**src/verilog/lsu_order_pkg.sv**
```systemverilog
// constants and carrier types for the load/store ordering unit
package lsu_order_pkg;

	// ----------------------------------------------------------------
	// widths and depths
	// ----------------------------------------------------------------
	localparam int ADDR_W   = 32;               // word address width
	localparam int DATA_W   = 32;               // one aligned word
	localparam int SB_DEPTH = 4;                // store buffer entries
	localparam int SB_PTR_W = 2;                // index width
	localparam int SB_CNT_W = 3;                // occupancy width

	// ----------------------------------------------------------------
	// reset values
	// ----------------------------------------------------------------
	localparam logic [SB_CNT_W-1:0] CNT_RESET = 3'h0;
	localparam logic [SB_PTR_W-1:0] PTR_RESET = 2'h0;

	// core request: one program-ordered access
	typedef struct packed {
		logic              is_store;             // 1 store, 0 load
		logic [ADDR_W-1:0] addr;                 // word address
		logic [DATA_W-1:0] data;                 // store data
	} core_req_t;

	// memory-side request
	typedef struct packed {
		logic              is_store;
		logic [ADDR_W-1:0] addr;
		logic [DATA_W-1:0] data;
	} mem_req_t;

	// one store buffer slot
	typedef struct packed {
		logic [ADDR_W-1:0] addr;
		logic [DATA_W-1:0] data;
	} sb_entry_t;

	// load engine states, one-hot
	typedef enum logic [2:0] {
		LD_IDLE = 3'h1,                          // no load outstanding
		LD_WAIT = 3'h2,                          // load in memory
		LD_DONE = 3'h4                           // answer held for core
	} ld_state_t;

endpackage : lsu_order_pkg
```
**src/verilog/load_store_ordering_unit.sv**
```systemverilog
// load/store ordering unit with store buffer and forwarding
`timescale 1ns/1ps
`default_nettype none

module load_store_ordering_unit
(
	input  wire logic                           clock,         // 40 MHz core clock
	input  wire logic                           rst_n,         // async, active low
	input  wire logic                           req_valid,     // core access offered
	input  wire lsu_order_pkg::core_req_t       req,           // access payload
	output logic                                req_ready,     // access accepted
	output logic                                ld_valid,      // load answer valid
	output logic [lsu_order_pkg::DATA_W-1:0]    ld_data,       // load answer data
	output logic                                ld_forwarded,  // answer came from buffer
	input  wire logic                           ld_ack,        // core took the answer
	output logic                                mem_valid,     // memory request valid
	output lsu_order_pkg::mem_req_t             mem_req,       // memory request payload
	input  wire logic                           mem_ready,     // memory took request
	input  wire logic                           mem_rvalid,    // load data returned
	input  wire logic [lsu_order_pkg::DATA_W-1:0] mem_rdata,   // returned data
	output logic                                sb_empty,      // nothing buffered
	output logic                                sb_full        // buffer full
);

	// ----------------------------------------------------------------
	// storage and state
	// ----------------------------------------------------------------
	lsu_order_pkg::sb_entry_t                sb_mem [lsu_order_pkg::SB_DEPTH]; // slots
	logic [lsu_order_pkg::SB_DEPTH-1:0]      sb_vld;        // slot holds a store
	logic [lsu_order_pkg::SB_PTR_W-1:0]      head;          // oldest store
	logic [lsu_order_pkg::SB_PTR_W-1:0]      tail;          // next free slot
	logic [lsu_order_pkg::SB_CNT_W-1:0]      count;         // occupancy
	lsu_order_pkg::ld_state_t                ld_state;      // load engine
	logic [lsu_order_pkg::ADDR_W-1:0]        ld_addr;       // load in flight

	logic [lsu_order_pkg::SB_PTR_W-1:0]      next_head;
	logic [lsu_order_pkg::SB_PTR_W-1:0]      next_tail;
	logic [lsu_order_pkg::SB_CNT_W-1:0]      next_count;
	lsu_order_pkg::ld_state_t                next_ld_state;
	logic [lsu_order_pkg::ADDR_W-1:0]        next_ld_addr;
	logic [lsu_order_pkg::DATA_W-1:0]        next_ld_data;
	logic                                    next_ld_forwarded;

	logic fwd_hit;                                          // buffered match found
	logic [lsu_order_pkg::DATA_W-1:0] fwd_data;             // youngest match data
	logic take_store;                                       // store enters buffer
	logic take_load;                                        // load accepted
	logic load_to_mem;                                      // load goes to memory
	logic drain;                                            // head committed
	logic sel_load;                                         // memory port used by load

	// ----------------------------------------------------------------
	// forwarding search
	// ----------------------------------------------------------------
	// walk oldest to youngest so the youngest matching store wins
	function automatic logic [lsu_order_pkg::DATA_W:0] search
	(
		input logic [lsu_order_pkg::ADDR_W-1:0] a
	);
		logic [lsu_order_pkg::DATA_W:0]     r;
		logic [lsu_order_pkg::SB_PTR_W-1:0] idx;
		r = '0;
		for (int i = 0; i < lsu_order_pkg::SB_DEPTH; i++)
		begin
			idx = head + i[lsu_order_pkg::SB_PTR_W-1:0];
			if (sb_vld[idx] && sb_mem[idx].addr == a)
				r = {1'b1, sb_mem[idx].data};
		end
		return r;
	endfunction : search

	// match for the offered load address
	always_comb
	begin
		{fwd_hit, fwd_data} = search(req.addr);
	end

	// ----------------------------------------------------------------
	// acceptance and memory port arbitration
	// ----------------------------------------------------------------
	// one load at a time keeps loads in order; a store only enters
	// when no load is outstanding, so it cannot drain before an
	// older load obtained its value
	always_comb
	begin
		// full at the documented depth; the count never passes it
		sb_full     = (count == lsu_order_pkg::SB_CNT_W'(lsu_order_pkg::SB_DEPTH));
		sb_empty    = (count == lsu_order_pkg::CNT_RESET);
		req_ready   = (ld_state == lsu_order_pkg::LD_IDLE) &&
		              (!req.is_store || !sb_full);
		take_store  = req_valid && req_ready && req.is_store;
		take_load   = req_valid && req_ready && !req.is_store;
		// load to a different address goes ahead of buffered stores
		load_to_mem = take_load && !fwd_hit;
		sel_load    = load_to_mem;
		// buffered stores reach memory only from the head, in order
		mem_valid   = sel_load || !sb_empty;
		if (sel_load)
		begin
			mem_req = '{is_store: 1'b0, addr: req.addr, data: '0};
		end
		else
		begin
			mem_req = '{is_store: 1'b1, addr: sb_mem[head].addr,
			            data: sb_mem[head].data};
		end
		drain       = !sel_load && !sb_empty && mem_ready;
	end

	// ----------------------------------------------------------------
	// store buffer pointers
	// ----------------------------------------------------------------
	// pointers move on a take and on a commit; both may fall in one
	// cycle. limitation: a missing load is offered to memory only in
	// its accept cycle and is never retried, so memory must take loads
	// at once
	always_comb
	begin
		next_head  = head;
		next_tail  = tail;
		next_count = count;
		if (drain)
		begin
			next_head = head + 2'h1;
		end
		if (take_store)
		begin
			next_tail = tail + 2'h1;
		end
		next_count = count + {2'h0, take_store} - {2'h0, drain};
	end

	// registers of the store buffer
	always_ff @(posedge clock or negedge rst_n)
	begin
		if (!rst_n)
		begin
			head   <= lsu_order_pkg::PTR_RESET;
			tail   <= lsu_order_pkg::PTR_RESET;
			count  <= lsu_order_pkg::CNT_RESET;
			sb_vld <= '0;
		end
		else
		begin
			head  <= next_head;
			tail  <= next_tail;
			count <= next_count;
			if (drain)
				sb_vld[head] <= 1'b0;
			if (take_store)
				sb_vld[tail] <= 1'b1;
		end
	end

	// slot payloads need no reset
	always_ff @(posedge clock)
	begin
		if (take_store)
			sb_mem[tail] <= '{addr: req.addr, data: req.data};
	end

	// ----------------------------------------------------------------
	// load engine
	// ----------------------------------------------------------------
	always_comb
	begin
		next_ld_state     = ld_state;
		next_ld_addr      = ld_addr;
		next_ld_data      = ld_data;
		next_ld_forwarded = ld_forwarded;
		unique case (ld_state)
			lsu_order_pkg::LD_IDLE:
			begin
				if (take_load && fwd_hit)
				begin
					// answered from the buffer, never from memory
					next_ld_state     = lsu_order_pkg::LD_DONE;
					next_ld_data      = fwd_data;
					next_ld_forwarded = 1'b1;
				end
				else if (load_to_mem)
				begin
					next_ld_state     = lsu_order_pkg::LD_WAIT;
					next_ld_addr      = req.addr;
					next_ld_forwarded = 1'b0;
				end
			end
			lsu_order_pkg::LD_WAIT:
			begin
				// load must have been taken; memory answers later
				if (mem_rvalid)
				begin
					next_ld_state = lsu_order_pkg::LD_DONE;
					next_ld_data  = mem_rdata;
				end
			end
			lsu_order_pkg::LD_DONE:
			begin
				if (ld_ack)
					next_ld_state = lsu_order_pkg::LD_IDLE;
			end
			default:
			begin
				next_ld_state = lsu_order_pkg::LD_IDLE;
			end
		endcase
	end

	// registers of the load engine
	always_ff @(posedge clock or negedge rst_n)
	begin
		if (!rst_n)
		begin
			ld_state     <= lsu_order_pkg::LD_IDLE;
			ld_addr      <= '0;
			ld_data      <= '0;
			ld_forwarded <= 1'b0;
		end
		else
		begin
			ld_state     <= next_ld_state;
			ld_addr      <= next_ld_addr;
			ld_data      <= next_ld_data;
			ld_forwarded <= next_ld_forwarded;
		end
	end

	assign ld_valid = (ld_state == lsu_order_pkg::LD_DONE);
endmodule : load_store_ordering_unit

`default_nettype wire

```
**config.mk**
```make
export PLATFORM = sky130hd
export DESIGN_NAME = load_store_ordering_unit
export DESIGN_NICKNAME = d
export VERILOG_FILES = /design/src/verilog/lsu_order_pkg.sv /design/src/verilog/load_store_ordering_unit.sv
export SDC_FILE = /design/constraint.sdc
export NUM_CORES = 1
export LEC_CHECK = 0
export ABC_CLOCK_PERIOD_IN_PS = 13550
export BUFFER_PORTS_ARGS = -buffer_cell sky130_fd_sc_hd__clkbuf_2
export CAP_MARGIN = 20
export CELL_PAD_IN_SITES_DETAIL_PLACEMENT = 0
export CELL_PAD_IN_SITES_GLOBAL_PLACEMENT = 1
export CORE_UTILIZATION = 30
export DETAILED_ROUTE_END_ITERATION = 6
export PLACE_DENSITY = 0.56
export SLEW_MARGIN = 20
export SYNTH_ARGS = -nofsm -noshare
export SYNTH_HDL_FRONTEND = slang
export SYNTH_SLANG_ARGS = --single-unit
```
**constraint.sdc**
```tcl
create_clock -name clock -period 13.55 [get_ports clock]
set_input_delay 2.0325 -clock clock [delete_from_list [all_inputs] [get_ports clock]]
set_output_delay 2.0325 -clock clock [all_outputs]
set_load 0.02 [all_outputs]
```
Yosys cells after proc, flatten, opt, wreduce, memory -nomap -nowiden
Memories as Yosys holds them, arrays and structs flattened.
Index checks and enable logic that the tools add are counted.
{"block": "op_classes", "n_lt_le_gt_ge": 7, "n_reduce_logical": 27, "bitwise": 3, "addsub": 6, "n_mux": 31, "eq_ne": 12}
{"cell": "$mux 33", "count": 4}
{"cell": "$eq 32x32->1", "count": 4}
{"cell": "$mux 65", "count": 1}
{"cell": "$mux 32", "count": 2}
{"cell": "$pmux 32 s2", "count": 1}
{"cell": "$lt 2x3->1 const B", "count": 5}
{"cell": "$logic_and 1x1->1", "count": 14}
{"cell": "$mux 3", "count": 4}
{"cell": "$mux 1", "count": 10}
{"cell": "$pmux 3 s3", "count": 1}
{"cell": "$bmux 1 s2", "count": 4}
{"cell": "$mux 4", "count": 2}
{"cell": "$eq 3x3->1 const B", "count": 2}
{"cell": "$reduce_and 3->1", "count": 2}
{"cell": "$logic_not 1->1", "count": 5}
{"cell": "$add 2x1->2 const B", "count": 2}
{"cell": "$add 2x2->2 const B", "count": 2}
{"cell": "$and 4x4->4", "count": 1}
{"cell": "$demux 1 s2", "count": 2}
{"cell": "$ge 2x1->1 const B", "count": 2}
{"cell": "$ne 2x1->1 const B", "count": 2}
{"cell": "$not 4->4", "count": 1}
{"cell": "$or 4x4->4", "count": 1}
{"cell": "$reduce_bool 2->1", "count": 2}
{"cell": "other kinds (9)", "count": 10}
{"block": "totals", "input_bits": 103, "output_inout_bits": 103, "ff_bits": 47, "elab_cells": 94, "mem_bits_rw": 256, "memories": 1}
{"name": "sb_mem", "depth": 4, "word_bits": 64, "read_ports": 4, "rd_clocked_by_memory_dff": 0, "wr": 1, "line_no": "load_store_ordering_unit.sv:28", "rtl": "lsu_order_pkg::sb_entry_t sb_mem [lsu_order_pkg::SB_DEPTH];"}

Logic depth before layout (Yosys ltp)
Gate-level depths: netlist (run 1).
{"block": "logic_depth", "depth_word": 15, "mapped_depth": 25, "ltp_nobuf": 17}

Least setup slack after synthesis (run 1)
OpenSTA, ideal clock, no wires.
{"block": "synth_path", "path_type": "input port to output port", "from": "input port req[64] in the netlist's numbering", "to": "output port mem_req[43] in the netlist's numbering", "n_path_buf": 2, "required_ns": 11.517, "stages": 8, "arrival_time_ns": 4.850, "setup_slack_ns": 6.667, "cell_sequence": "a2111oi_0 -> nand2_1 -> or2_2 -> clkbuf_1 -> nor2_8 -> inv_4 -> buf_6 -> o21ai_0"}
{"item": "start, declared", "line_no": "load_store_ordering_unit.sv:10", "rtl": "input wire lsu_order_pkg::core_req_t req,"}
{"item": "end, declared", "line_no": "load_store_ordering_unit.sv:17", "rtl": "output lsu_order_pkg::mem_req_t mem_req,"}

==> summary.md, run 1 <==
Outcome
* complete, but fails checks — outcome
* DRC — violations in the final reports

Route
* 7 — first-pass detailed-route iteration total
* 25.43 µm — final routed wire length divided by cell count
* 1021 — Initial DRC Count
* 5.475 — Via density
* 66480 µm — detailed-route wire length
* 24 — remaining design rule violation count
* 0 — remaining antenna violation count after routing
* 14310 — via count of the routed design

Cells and area
* 14.25% — synth-to-layout area growth
* 6442 — count of fill cells added during filler insertion
* 30.03% — share of cells above drive strength 1
* sky130_fd_sc_hd__edfxtp_1 (256), sky130_fd_sc_hd__clkbuf_2 (205), sky130_fd_sc_hd__mux2i_1 (184) — commonest cells after routing, fill and taps aside
* 2614 — filler-free cell count of the finished design
* sky130_fd_sc_hd__edfxtp_1 — most frequent standard cell in the layout excluding fill and tap cells
* 1829 — number of nets in the layout
* 0.01036 mm² — total area of multi-input combinational cells
* 0.008872 mm² — register area

STA
* 0 — number of setup violations in the final report
* 9.424 ns — final worst path period need
* 0 ns — Total Neg Setup Slack
* 0.03855 ns — Layout Skew
* 0 — Slew Viols, Final
* 69.55% — final worst-path cycle share
* no — setup repair after global routing missed its margin
* 0 — Final Hold Viols
* 29.79% — normalized max-slew margin
* 0.1061 GHz — maximum operating frequency
* 1.053 ns — Least-Margin Pin Slew

Placed design
* 43660 µm — HPWL after DPL
* 2538 — total instance count after detailed placement
* 0.8806 — Final GP Congestion
* 205 — number of buffer cells added on primary ports

Power
* 2.145 mW — switching component of the power
* 25.1% — proportion of power drawn by flip-flops and latches
* 54.7% — Combinational Power Share
* 8.552 nW — total leakage power
* 20.2% — proportion of power drawn by the clock network
* 223.9 mW/mm² — PD cells
* 137.7 µV — worst ir drop on vdd
* 41.81% — switching part of the total
* 2.985 mW — design internal power

Floorplanning
* 94 — Placement Rows
* 0.06788 mm² — full die area
* 260.5 µm — x dimension of the die
* 0.06598 mm² — area inside the core boundary
* 30.39% — Initial Utilization
* 260.5 µm — Vert. Die Dim
* 206 — number of I/O pins

Run
* 0 — Max Cap Viol

Worst hold path
* 2 — worst hold stages
* flop to flop — class of the tightest hold or removal check

Setup path
* 7.39 ns — arrival time of the worst setup path
* flop — Worst setup SP type
* sky130_fd_sc_hd__dfrtp_4 — cell with the largest stage delay on the worst path
* flop to output pin — Worst Setup Path Type
* 73 — CP max FO
* output pin — kind of end point of the critical path
* 19 — Worst Reg2Reg Path Length in Cells
* inv_2 > ha_4 > buf_12 > mux2i_1 > xnor2_1 > or4_1 > o21ai_0 > o2111ai_1 > and4b_2 > buf_4 > or4b_1 > nor2_8 > inv_4 > mux2_2 > clkbuf_2 — worst path cell trace
* 0.93 ns — largest stage delay on the critical path
* 11.52 ns — Worst EP required

Synth
* 15.51% — share of synthesized registers carrying an async set or reset
* 0 — Yosys warning count
* 1710 — nets in the synthesized netlist
* sky130_fd_sc_hd__edfxtp_1 — top flip-flop cell by instance count after synthesis
* 0.02005 mm² — post-synth design cell area
* 69 — library cells used by synthesis
* 44.21% — post-synthesis sequential area ratio
* 12.56 µm² — synthesized area divided by synthesized cell count
* 1596 — instance count of the mapped netlist
* 303 — post-synthesis register bit count
* 256 — EDFF count, synth

Clock tree
* 0 — cts hold-fix bufs
* 0.05 ns — CTS clk-pin slew, worst paths
* sky130_fd_sc_hd__clkbuf_16 — root buf cell
* 303 — clock sink total
* 39 — TritonCTS buffer count
* done — clock tree from TritonCTS
* 2 — H-tree levels
* 0 — number of gates resized after CTS
* 3 — CTS Buffer Depth
* 0 — number of setup buffers added after CTS
* 0.58 ns — Clock Latency Late Sink

Global routing
* 97880 µm — wire length of the first global-routing pass
* 19.48% — aggregate global-route resource usage
* 14610 — via count of the first global-routing pass
* 108 — largest net degree at the start of global routing
* 8 — antenna violations before repair
* 0 — GRT overflow

-- logic make-up after synthesis --
logic type | Yosys count | synth area share, %
multiplexers | 404 | 28.82
AND/OR/NAND/NOR | 325 | 8.610
flip-flops | 303 | 44.21
AO/OA/AOI/OAI | 260 | 8.055
buffers and inverters | 174 | 4.386
XOR/XNOR | 119 | 5.197
adder cells (fa/ha/maj) | 11 | 0.7238
-- metrics by stage --
stage / power (mW) / utilization [%] / cell area [µm²] / setup slack, ns / hold WS (ns)
final: 5.130 / 34.72 / 22910 / 4.126 / 0.5066
after global routing: 5.425 / 34.72 / 22910 / 3.723 / 0.5314
after CTS: 5.191 / 34.70 / 22900 / 4.012 / 0.5148
after detailed placement: 4.132 / 32.78 / 21630 / 4.632 / 0.5016
after global placement: 4.120 / 32.78 / 21630 / 4.730 / 0.5004
after floorplan: 3.429 / - / 20050 / 6.667 / 0.5024
-- critical path, delay by kind of cell, from the launching register on --
| family | cells | cell delay (ns) |
|---|---|---|
| buf+inv | 5 | 2.02 |
| compound gates | 2 | 0.58 |
| fa+ha+maj | 1 | 0.89 |
| mux | 2 | 0.72 |
| simple gates | 4 | 1.25 |
| flops | 1 | 0.93 |
| xor+xnor | 1 | 0.09 |
-- final cells by class --
type | count | share of cell area (%)
antenna | 5 | 0.05461
clock buffer | 51 | 4.500
clock inverter | 20 | 1.032
inverter | 21 | 0.3768
multi-input combinational | 1119 | 45.21
sequential | 303 | 38.73
tap | 864 | 4.718
timing repair buffer | 231 | 5.385
-- metal layers --
layer | global-route usage [%] | share of wire [%] | vias to the layer above
li1 | - | - | 6460
met1 | 26.44 | 45 | 7332
met2 | 31.21 | 47 | 402
met3 | 2.836 | 4.8 | 111
met4 | 7.797 | 3.4 | 6
met5 | 0 | 0.063 | -
-- power by group through the flow --
stage	sequential, mW	combinational, mW	clock [mW]
3_3_place_gp	1.30	2.82	0
3_5_place_dp	1.31	2.83	0
6_report	1.29	2.81	1.04
2_1_floorplan	1.29	2.14	0
4_1_cts	1.29	2.84	1.07
5_1_grt	1.31	3.02	1.10
-- registers in the layout (all words and copies together), names as in the netlist --
register,flops
count,3
sb_vld,4
ld_data,32
tail,2
head,2
ld_forwarded,1
ld_state,3
sb_mem,256
-- Yosys cell counts, types with 5 or more instances --
master	count	share of area [%]
sky130_fd_sc_hd__nor3_1	50	1.2
sky130_fd_sc_hd__buf_2	27	0.67
sky130_fd_sc_hd__clkbuf_1	76	1.4
sky130_fd_sc_hd__and4_1	35	1.5
sky130_fd_sc_hd__inv_1	18	0.34
sky130_fd_sc_hd__mux2i_1	184	9.2
sky130_fd_sc_hd__nand2_1	92	1.7
sky130_fd_sc_hd__o22ai_1	11	0.34
sky130_fd_sc_hd__nor2_1	54	1.0
sky130_fd_sc_hd__o2111ai_1	5	0.22
sky130_fd_sc_hd__dfrtp_1	46	5.7
sky130_fd_sc_hd__nor4_1	10	0.31
sky130_fd_sc_hd__xor2_1	27	1.2
sky130_fd_sc_hd__xnor2_1	92	4.0
sky130_fd_sc_hd__buf_6	6	0.34
sky130_fd_sc_hd__nand3_1	10	0.25
sky130_fd_sc_hd__nand2b_1	9	0.28
sky130_fd_sc_hd__mux2_4	23	1.7
sky130_fd_sc_hd__ha_1	10	0.62
sky130_fd_sc_hd__and2_1	33	1.0
sky130_fd_sc_hd__a31oi_1	40	1.2
sky130_fd_sc_hd__o21ai_0	115	2.9
sky130_fd_sc_hd__buf_1	24	0.45
sky130_fd_sc_hd__mux2_2	74	4.2
sky130_fd_sc_hd__mux4_2	122	14
sky130_fd_sc_hd__a21oi_1	19	0.47
sky130_fd_sc_hd__buf_8	6	0.45
sky130_fd_sc_hd__buf_4	12	0.45
sky130_fd_sc_hd__edfxtp_1	256	38
sky130_fd_sc_hd__a211oi_1	34	1.3
sky130_fd_sc_hd__a2111oi_0	6	0.26
sky130_fd_sc_hd__nand4_1	16	0.50
-- path summary, 6_finish.rpt --
kind / slack [ns] / endpoint / start
max in group asynchronous: 11.34 / head[1] / rst_n
min in group asynchronous: 1.62 / ld_state[2] / rst_n
setup reg to reg: 6.27 / count[2] / head[0]
hold / removal: 0.51 / ld_forwarded / ld_forwarded
setup / recovery: 4.13 / mem_req[36] / head[0]
hold reg to reg: 0.51 / ld_forwarded / ld_forwarded
Note: power is estimated with default switching activity, not from simulation.
==> run 2: changes to the inputs <==
ABC_CLOCK_PERIOD_IN_PS = 7900   (was 13550)
PLACE_DENSITY = 0.58   (was 0.56)
clock period = 7.9 ns   (was 13.55 ns; I/O delays follow)
==> run 2 against run 1 <==
- the flow still finishes with violations (DRC)
- critical path type unchanged
- critical endpoint is now mem_req[43]
- design area is 0.57% higher
- sequential power is 68% higher
- total power is 74% higher
- sequential share of layout area is 0.22 points lower
- combinational power is 74% higher
- wire length is 2.1% lower
- core utilization is 0.20 points higher
- worst hold slack better by 0.017 ns
- first-iteration DRC count is 5.5% higher
- clock power is 78% higher
- clock skew is 0.012 ns lower
- flip-flop and latch count stayed put
==> summary.md, run 2 (synthesized netlist as in run 1, its figures left out) <==
Cells and area
* 1836 — number of nets in the layout
* sky130_fd_sc_hd__edfxtp_1 (256), sky130_fd_sc_hd__clkbuf_2 (205), sky130_fd_sc_hd__mux2i_1 (184) — commonest cells after routing, fill and taps aside
* sb_mem — register with the most flip-flops
* 14.91% — synth-to-layout area growth
* sky130_fd_sc_hd__edfxtp_1 — most frequent standard cell in the layout excluding fill and tap cells
* 6478 — count of fill cells added during filler insertion
* 0.02304 mm² — final instance area
* 30.50% — share of cells above drive strength 1
* 256 — Largest register FFs
* sb_mem (256), ld_data (32), sb_vld (4) — Regs by FF count

Worst hold path
* flop to flop — class of the tightest hold or removal check
* ld_forwarded — Worst Hold Endpoint
* 2 — worst hold stages
* ld_forwarded — startpoint of the worst hold path

Clock tree
* 0 — number of setup buffers added after CTS
* 3 — CTS Buffer Depth
* done — clock tree from TritonCTS
* 0.06 ns — CTS clk-pin slew, worst paths
* 0 — number of gates resized after CTS
* 303 — clock sink total
* sky130_fd_sc_hd__clkbuf_16 — root buf cell
* 38 — TritonCTS buffer count
* 0.57 ns — Clock Latency Late Sink
* 2 — H-tree levels
* 0 — cts hold-fix bufs

Setup path
* count[2] — end of the worst register-to-register path
* 6.71 ns — Worst EP required
* head[0] — RR Startpoint
* flop to output pin — Worst Setup Path Type
* 21 — Worst Reg2Reg Path Length in Cells
* 37 — CP max FO
* output pin — kind of end point of the critical path
* flop — Worst setup SP type
* head[0] — critical path startpoint
* 5.93 ns — arrival time of the worst setup path
* 1.52 ns — reg-to-reg slack, setup

Floorplanning
* 0.06598 mm² — area inside the core boundary
* 260.5 µm — x dimension of the die
* 94 — Placement Rows
* 0.06788 mm² — full die area
* 30.39% — Initial Utilization
* 260.5 µm — Vert. Die Dim
* 206 — number of I/O pins

STA
* 0 — number of setup violations in the final report
* 7.112 ns — final worst path period need
* 0 ns — Total Neg Setup Slack
* 0 — Slew Viols, Final
* 0 — Final Hold Viols
* 90.03% — final worst-path cycle share
* 0.1406 GHz — maximum operating frequency
* 37.57% — normalized max-slew margin
* 0.02684 ns — Layout Skew
* no — setup repair after global routing missed its margin
* 0.5234 ns — hold_ws
* 0.9364 ns — Least-Margin Pin Slew

Power
* 200.6 µV — worst ir drop on vdd
* 386.5 mW/mm² — PD cells
* 8.619 nW — total leakage power
* 8.906 mW — total power draw

Outcome
* complete, but fails checks — outcome
* DRC — violations in the final reports

Route
* 14250 — via count of the routed design
* 5.442 — Via density
* 24.85 µm — final routed wire length divided by cell count
* 28890 µm — total routed wire length on the met1 layer
* met5 — highest routed layer
* 65070 µm — detailed-route wire length
* 0 — remaining antenna violation count after routing
* 44 — remaining design rule violation count
* 7 — first-pass detailed-route iteration total
* 30740 µm — routed wire length on met2
* 3410 µm — WL met3
* 1077 — Initial DRC Count

Placed design
* 42820 µm — HPWL after DPL
* 205 — number of buffer cells added on primary ports
* 0.8592 — Final GP Congestion
* 0.02171 mm² — area of placed instances

Global routing
* 186 — largest net degree at the start of global routing
* 96010 µm — wire length of the first global-routing pass
* 14480 — via count of the first global-routing pass
* 0 — GRT overflow
* 19.15% — aggregate global-route resource usage
* 6 — antenna violations before repair

Run
* 0 — Max Cap Viol

run 2: layout make-up:
cell class,count,area (µm²),share of cell area (%)
Multi-Input combinational cell,1119,10370,45.00
Sequential cell,303,8872,38.50
Timing Repair Buffer,239,1314,5.702
Tap cell,864,1081,4.692
Clock buffer,50,1047,4.545
Clock inverter,19,261.5,1.135
Inverter,21,86.33,0.3747
Antenna cell,4,10.01,0.04344
run 2: stage by stage:
step | util (%) | instances | worst slack, ns
floorplan | - | 1596 | 1.969
global placement | 32.90 | 2545 | 1.386
detailed placement | 32.90 | 2545 | 1.276
CTS | 34.88 | 2614 | 0.6557
global route | 34.92 | 2618 | 0.4323
finish | 34.92 | 2619 | 0.7877
run 2: power breakdown:
group / switching (mW) / total (mW) / internal, mW
Clock: 0.719 / 1.85 / 1.13
Sequential: 0.190 / 2.17 / 1.98
Combinational: 2.76 / 4.89 / 2.13
Total: 3.67 / 8.91 / 5.24
run 2: worst max path at each step:
| stage | end |
|---|---|
| 2_1_floorplan | mem_req[43] |
| 3_3_place_gp | mem_req[53] |
| 3_5_place_dp | mem_req[53] |
| 4_1_cts | mem_req[53] |
| 5_1_grt | mem_req[53] |
| 6_report | mem_req[43] |
run 2: worst max-delay path: stages, from the launching register on:
cell and delay, ns:
sky130_fd_sc_hd__dfrtp_4 0.66, sky130_fd_sc_hd__inv_2 0.27, sky130_fd_sc_hd__ha_4 0.65, sky130_fd_sc_hd__buf_12 0.31
sky130_fd_sc_hd__buf_4 0.21, sky130_fd_sc_hd__buf_4 0.18, sky130_fd_sc_hd__mux2i_1 0.28, sky130_fd_sc_hd__xor2_1 0.16
sky130_fd_sc_hd__nand4_1 0.12, sky130_fd_sc_hd__o21ai_0 0.15, sky130_fd_sc_hd__o2111ai_1 0.12, sky130_fd_sc_hd__and4b_2 0.29
sky130_fd_sc_hd__or4b_2 0.70, sky130_fd_sc_hd__nor2_8 0.13, sky130_fd_sc_hd__inv_4 0.25, sky130_fd_sc_hd__o21ai_0 0.57
sky130_fd_sc_hd__clkbuf_2 0.28
run 2: routing by layer:
metal	vias to the layer above	track usage, %
met5	-	0
met4	4	6.839
met3	103	3.302
met2	385	30.78
met1	7297	25.91
li1	6463	-
==> run 3: changes to the inputs <==
ABC_CLOCK_PERIOD_IN_PS = 6100   (was 7900)
clock period = 6.1 ns   (was 7.9 ns; I/O delays follow)
==> run 3 against run 2 <==
- the flow still finishes with violations (DRC)
- clock power is 34% higher
- wire length increased by 1.9%
- sequential power is 27% higher
- largest cell class unchanged
- largest power group unchanged
- highest routed layer unchanged
==> summary.md, run 3 (synthesized netlist as in run 1, its figures left out) <==
STA
* 0 — Final Hold Viols
* 5.889 ns — final worst path period need
* 96.53% — final worst-path cycle share
* 0 — Slew Viols, Final
* 0.2115 ns — Setup WS post-layout
* 36.18% — normalized max-slew margin
* 0.02863 ns — Layout Skew
* 0.9500 ns — Least-Margin Pin Slew
* 0.1698 GHz — maximum operating frequency
* 0 ns — Total Neg Setup Slack
* 0 — number of setup violations in the final report
* no — setup repair after global routing missed its margin

Clock tree
* 38 — TritonCTS buffer count
* 3 — CTS Buffer Depth
* 303 — clock sink total
* 2 — H-tree levels
* sky130_fd_sc_hd__clkbuf_16 — root buf cell
* 0.57 ns — Clock Latency Late Sink
* 0 — number of setup buffers added after CTS
* done — clock tree from TritonCTS
* 0.06 ns — CTS clk-pin slew, worst paths

Global routing
* 14760 — via count of the first global-routing pass
* 31.96% — met2 Track Usage GR
* 6 — antenna violations before repair
* 19.41% — aggregate global-route resource usage
* 186 — largest net degree at the start of global routing
* 25.65% — met1 demand-to-capacity share in global routing
* 97360 µm — wire length of the first global-routing pass
* 0 — GRT overflow
* met2 — layer with the highest usage after global routing
* 3.506% — met3 track demand over resource in global routing

Power
* 4.791 mW — switching component of the power
* 501.5 µV — worst ir drop on vdd
* 11.66 mW — total power draw
* 21.2% — proportion of power drawn by the clock network
* 41.08% — switching part of the total
* 55.1% — Combinational Power Share
* 502.9 mW/mm² — PD cells
* 23.7% — proportion of power drawn by flip-flops and latches
* 6.872 mW — design internal power
* 8.680 nW — total leakage power

Setup path
* 99 — CP max FO
* 4.97 ns — arrival time of the worst setup path
* 0.75 ns — largest stage delay on the critical path
* head[0] — RR Startpoint
* buf_12 > mux2i_1 > xnor2_1 > nor4_1 > mux2i_1 > a2111oi_4 > and3_1 > or4b_2 > nor2_8 > buf_4 > nor2_1 > clkbuf_2 — worst path cell trace
* 5.18 ns — Worst EP required
* head[0] — critical path startpoint
* flop to output pin — Worst Setup Path Type
* sky130_fd_sc_hd__mux2i_1 — most prevalent standard cell on the critical path
* output pin — kind of end point of the critical path
* flop — Worst setup SP type
* sky130_fd_sc_hd__or4b_2 — cell with the largest stage delay on the worst path

Cells and area
* sky130_fd_sc_hd__edfxtp_1 (256), sky130_fd_sc_hd__clkbuf_2 (205), sky130_fd_sc_hd__mux2i_1 (183) — commonest cells after routing, fill and taps aside
* 1840 — number of nets in the layout
* sb_mem (256), ld_data (32), sb_vld (4) — Regs by FF count
* sb_mem — register with the most flip-flops
* 0.02319 mm² — final instance area
* 0.01037 mm² — total area of multi-input combinational cells
* 0.008872 mm² — register area
* 31.21% — share of cells above drive strength 1
* 6413 — count of fill cells added during filler insertion
* sky130_fd_sc_hd__edfxtp_1 — most frequent standard cell in the layout excluding fill and tap cells
* 15.65% — synth-to-layout area growth
* 256 — Largest register FFs
* 2623 — filler-free cell count of the finished design

Route
* 0 — remaining antenna violation count after routing
* 1153 — Initial DRC Count
* 5.472 — Via density
* 25.27 µm — final routed wire length divided by cell count
* 66280 µm — detailed-route wire length
* 44 — remaining design rule violation count
* 14350 — via count of the routed design
* 7 — first-pass detailed-route iteration total

Placed design
* 2550 — total instance count after detailed placement
* 0.02180 mm² — area of placed instances
* 43990 µm — HPWL after DPL
* 0.8882 — Final GP Congestion
* 0.7482 ns — post-place setup slack
* 205 — number of buffer cells added on primary ports

Worst hold path
* input port to asynchronous set/reset pin — class of the tightest hold or removal check

Floorplanning
* 0.06598 mm² — area inside the core boundary
* 260.5 µm — x dimension of the die
* 260.5 µm — Vert. Die Dim
* 30.39% — Initial Utilization
* 206 — number of I/O pins
* 94 — Placement Rows
* 0.06788 mm² — full die area

Run
* 0 — Max Cap Viol

Outcome
* DRC — violations in the final reports
* complete, but fails checks — outcome

==> run 3: changes by cell type in the layout (fill, tap and decap cells not counted), moves of 2 or more <==
| cell | delta |
|---|---|
| sky130_fd_sc_hd__buf_12 | +3 |
| sky130_fd_sc_hd__bufinv_16 | +2 |
| sky130_fd_sc_hd__clkbuf_1 | -3 |
| sky130_fd_sc_hd__clkbuf_8 | -2 |
| sky130_fd_sc_hd__clkinv_1 | -5 |
| sky130_fd_sc_hd__clkinv_2 | +3 |
| sky130_fd_sc_hd__clkinvlp_4 | +5 |
==> run 3: worst max-delay path, delay by kind of cell (launching register included) <==
family                    cells  cell delay [ns]
xor gates and xnor gates      1             0.58
AOI/OAI and AO/OA             1             0.10
muxes                         2             0.57
buffers and inverters         3             1.13
and+or+nand+nor               5             1.45
DFF                           1             0.46
==> run 3: layout make-up <==
class,count,area share [%]
Multi-Input combinational cell,1119,44.73
Timing Repair Buffer,243,6.026
Sequential cell,303,38.26
Tap cell,864,4.661
Clock buffer,45,4.349
Clock inverter,25,1.570
Antenna cell,3,0.03237
Inverter,21,0.3723
==> run 3: path summary, 6_finish.rpt <==
check / depth (start not counted) / end / slack [ns]
worst min-delay path: 2 / ld_data[5] / 0.48
min in group clock: 2 / ld_forwarded / 0.50
max in group asynchronous: 2 / head[0] / 5.01
worst max-delay path: 12 / mem_req[29] / 0.21
worst max register to register: 17 / count[2] / 0.91
worst min register to register: 2 / ld_forwarded / 0.50
==> run 3: layer usage <==
| metal | vias to the layer above | routed length (µm) |
|---|---|---|
| met2 | 395 | 31770 |
| met1 | 7363 | 29090 |
| met3 | 101 | 3353 |
| met4 | 6 | 2019 |
| met5 | - | 45 |
| li1 | 6489 | - |
==> run 3: stage by stage <==
stage	hold slack (ns)	utilization (%)
global placement	0.4816	33.03
floorplan	0.5024	-
CTS	0.5004	35.11
global route	0.5296	35.14
detailed placement	0.4875	33.03
finish	0.4829	35.15
==> run 3: timing repair <==
action | in CTS | in global routing
hold buffers | 0 | 0
gates resized for setup | 0 | 3
setup endpoints to repair | 0 | 11
==> run 3: power by group through the flow <==
stage	combinational (mW)	clock [mW]	sequential [mW]
global placement	6.43	0	2.79
floorplan	4.75	0	2.87
detailed placement	6.44	0	2.80
finish	6.43	2.47	2.76
global route	6.91	2.60	2.79
CTS	6.46	2.53	2.76
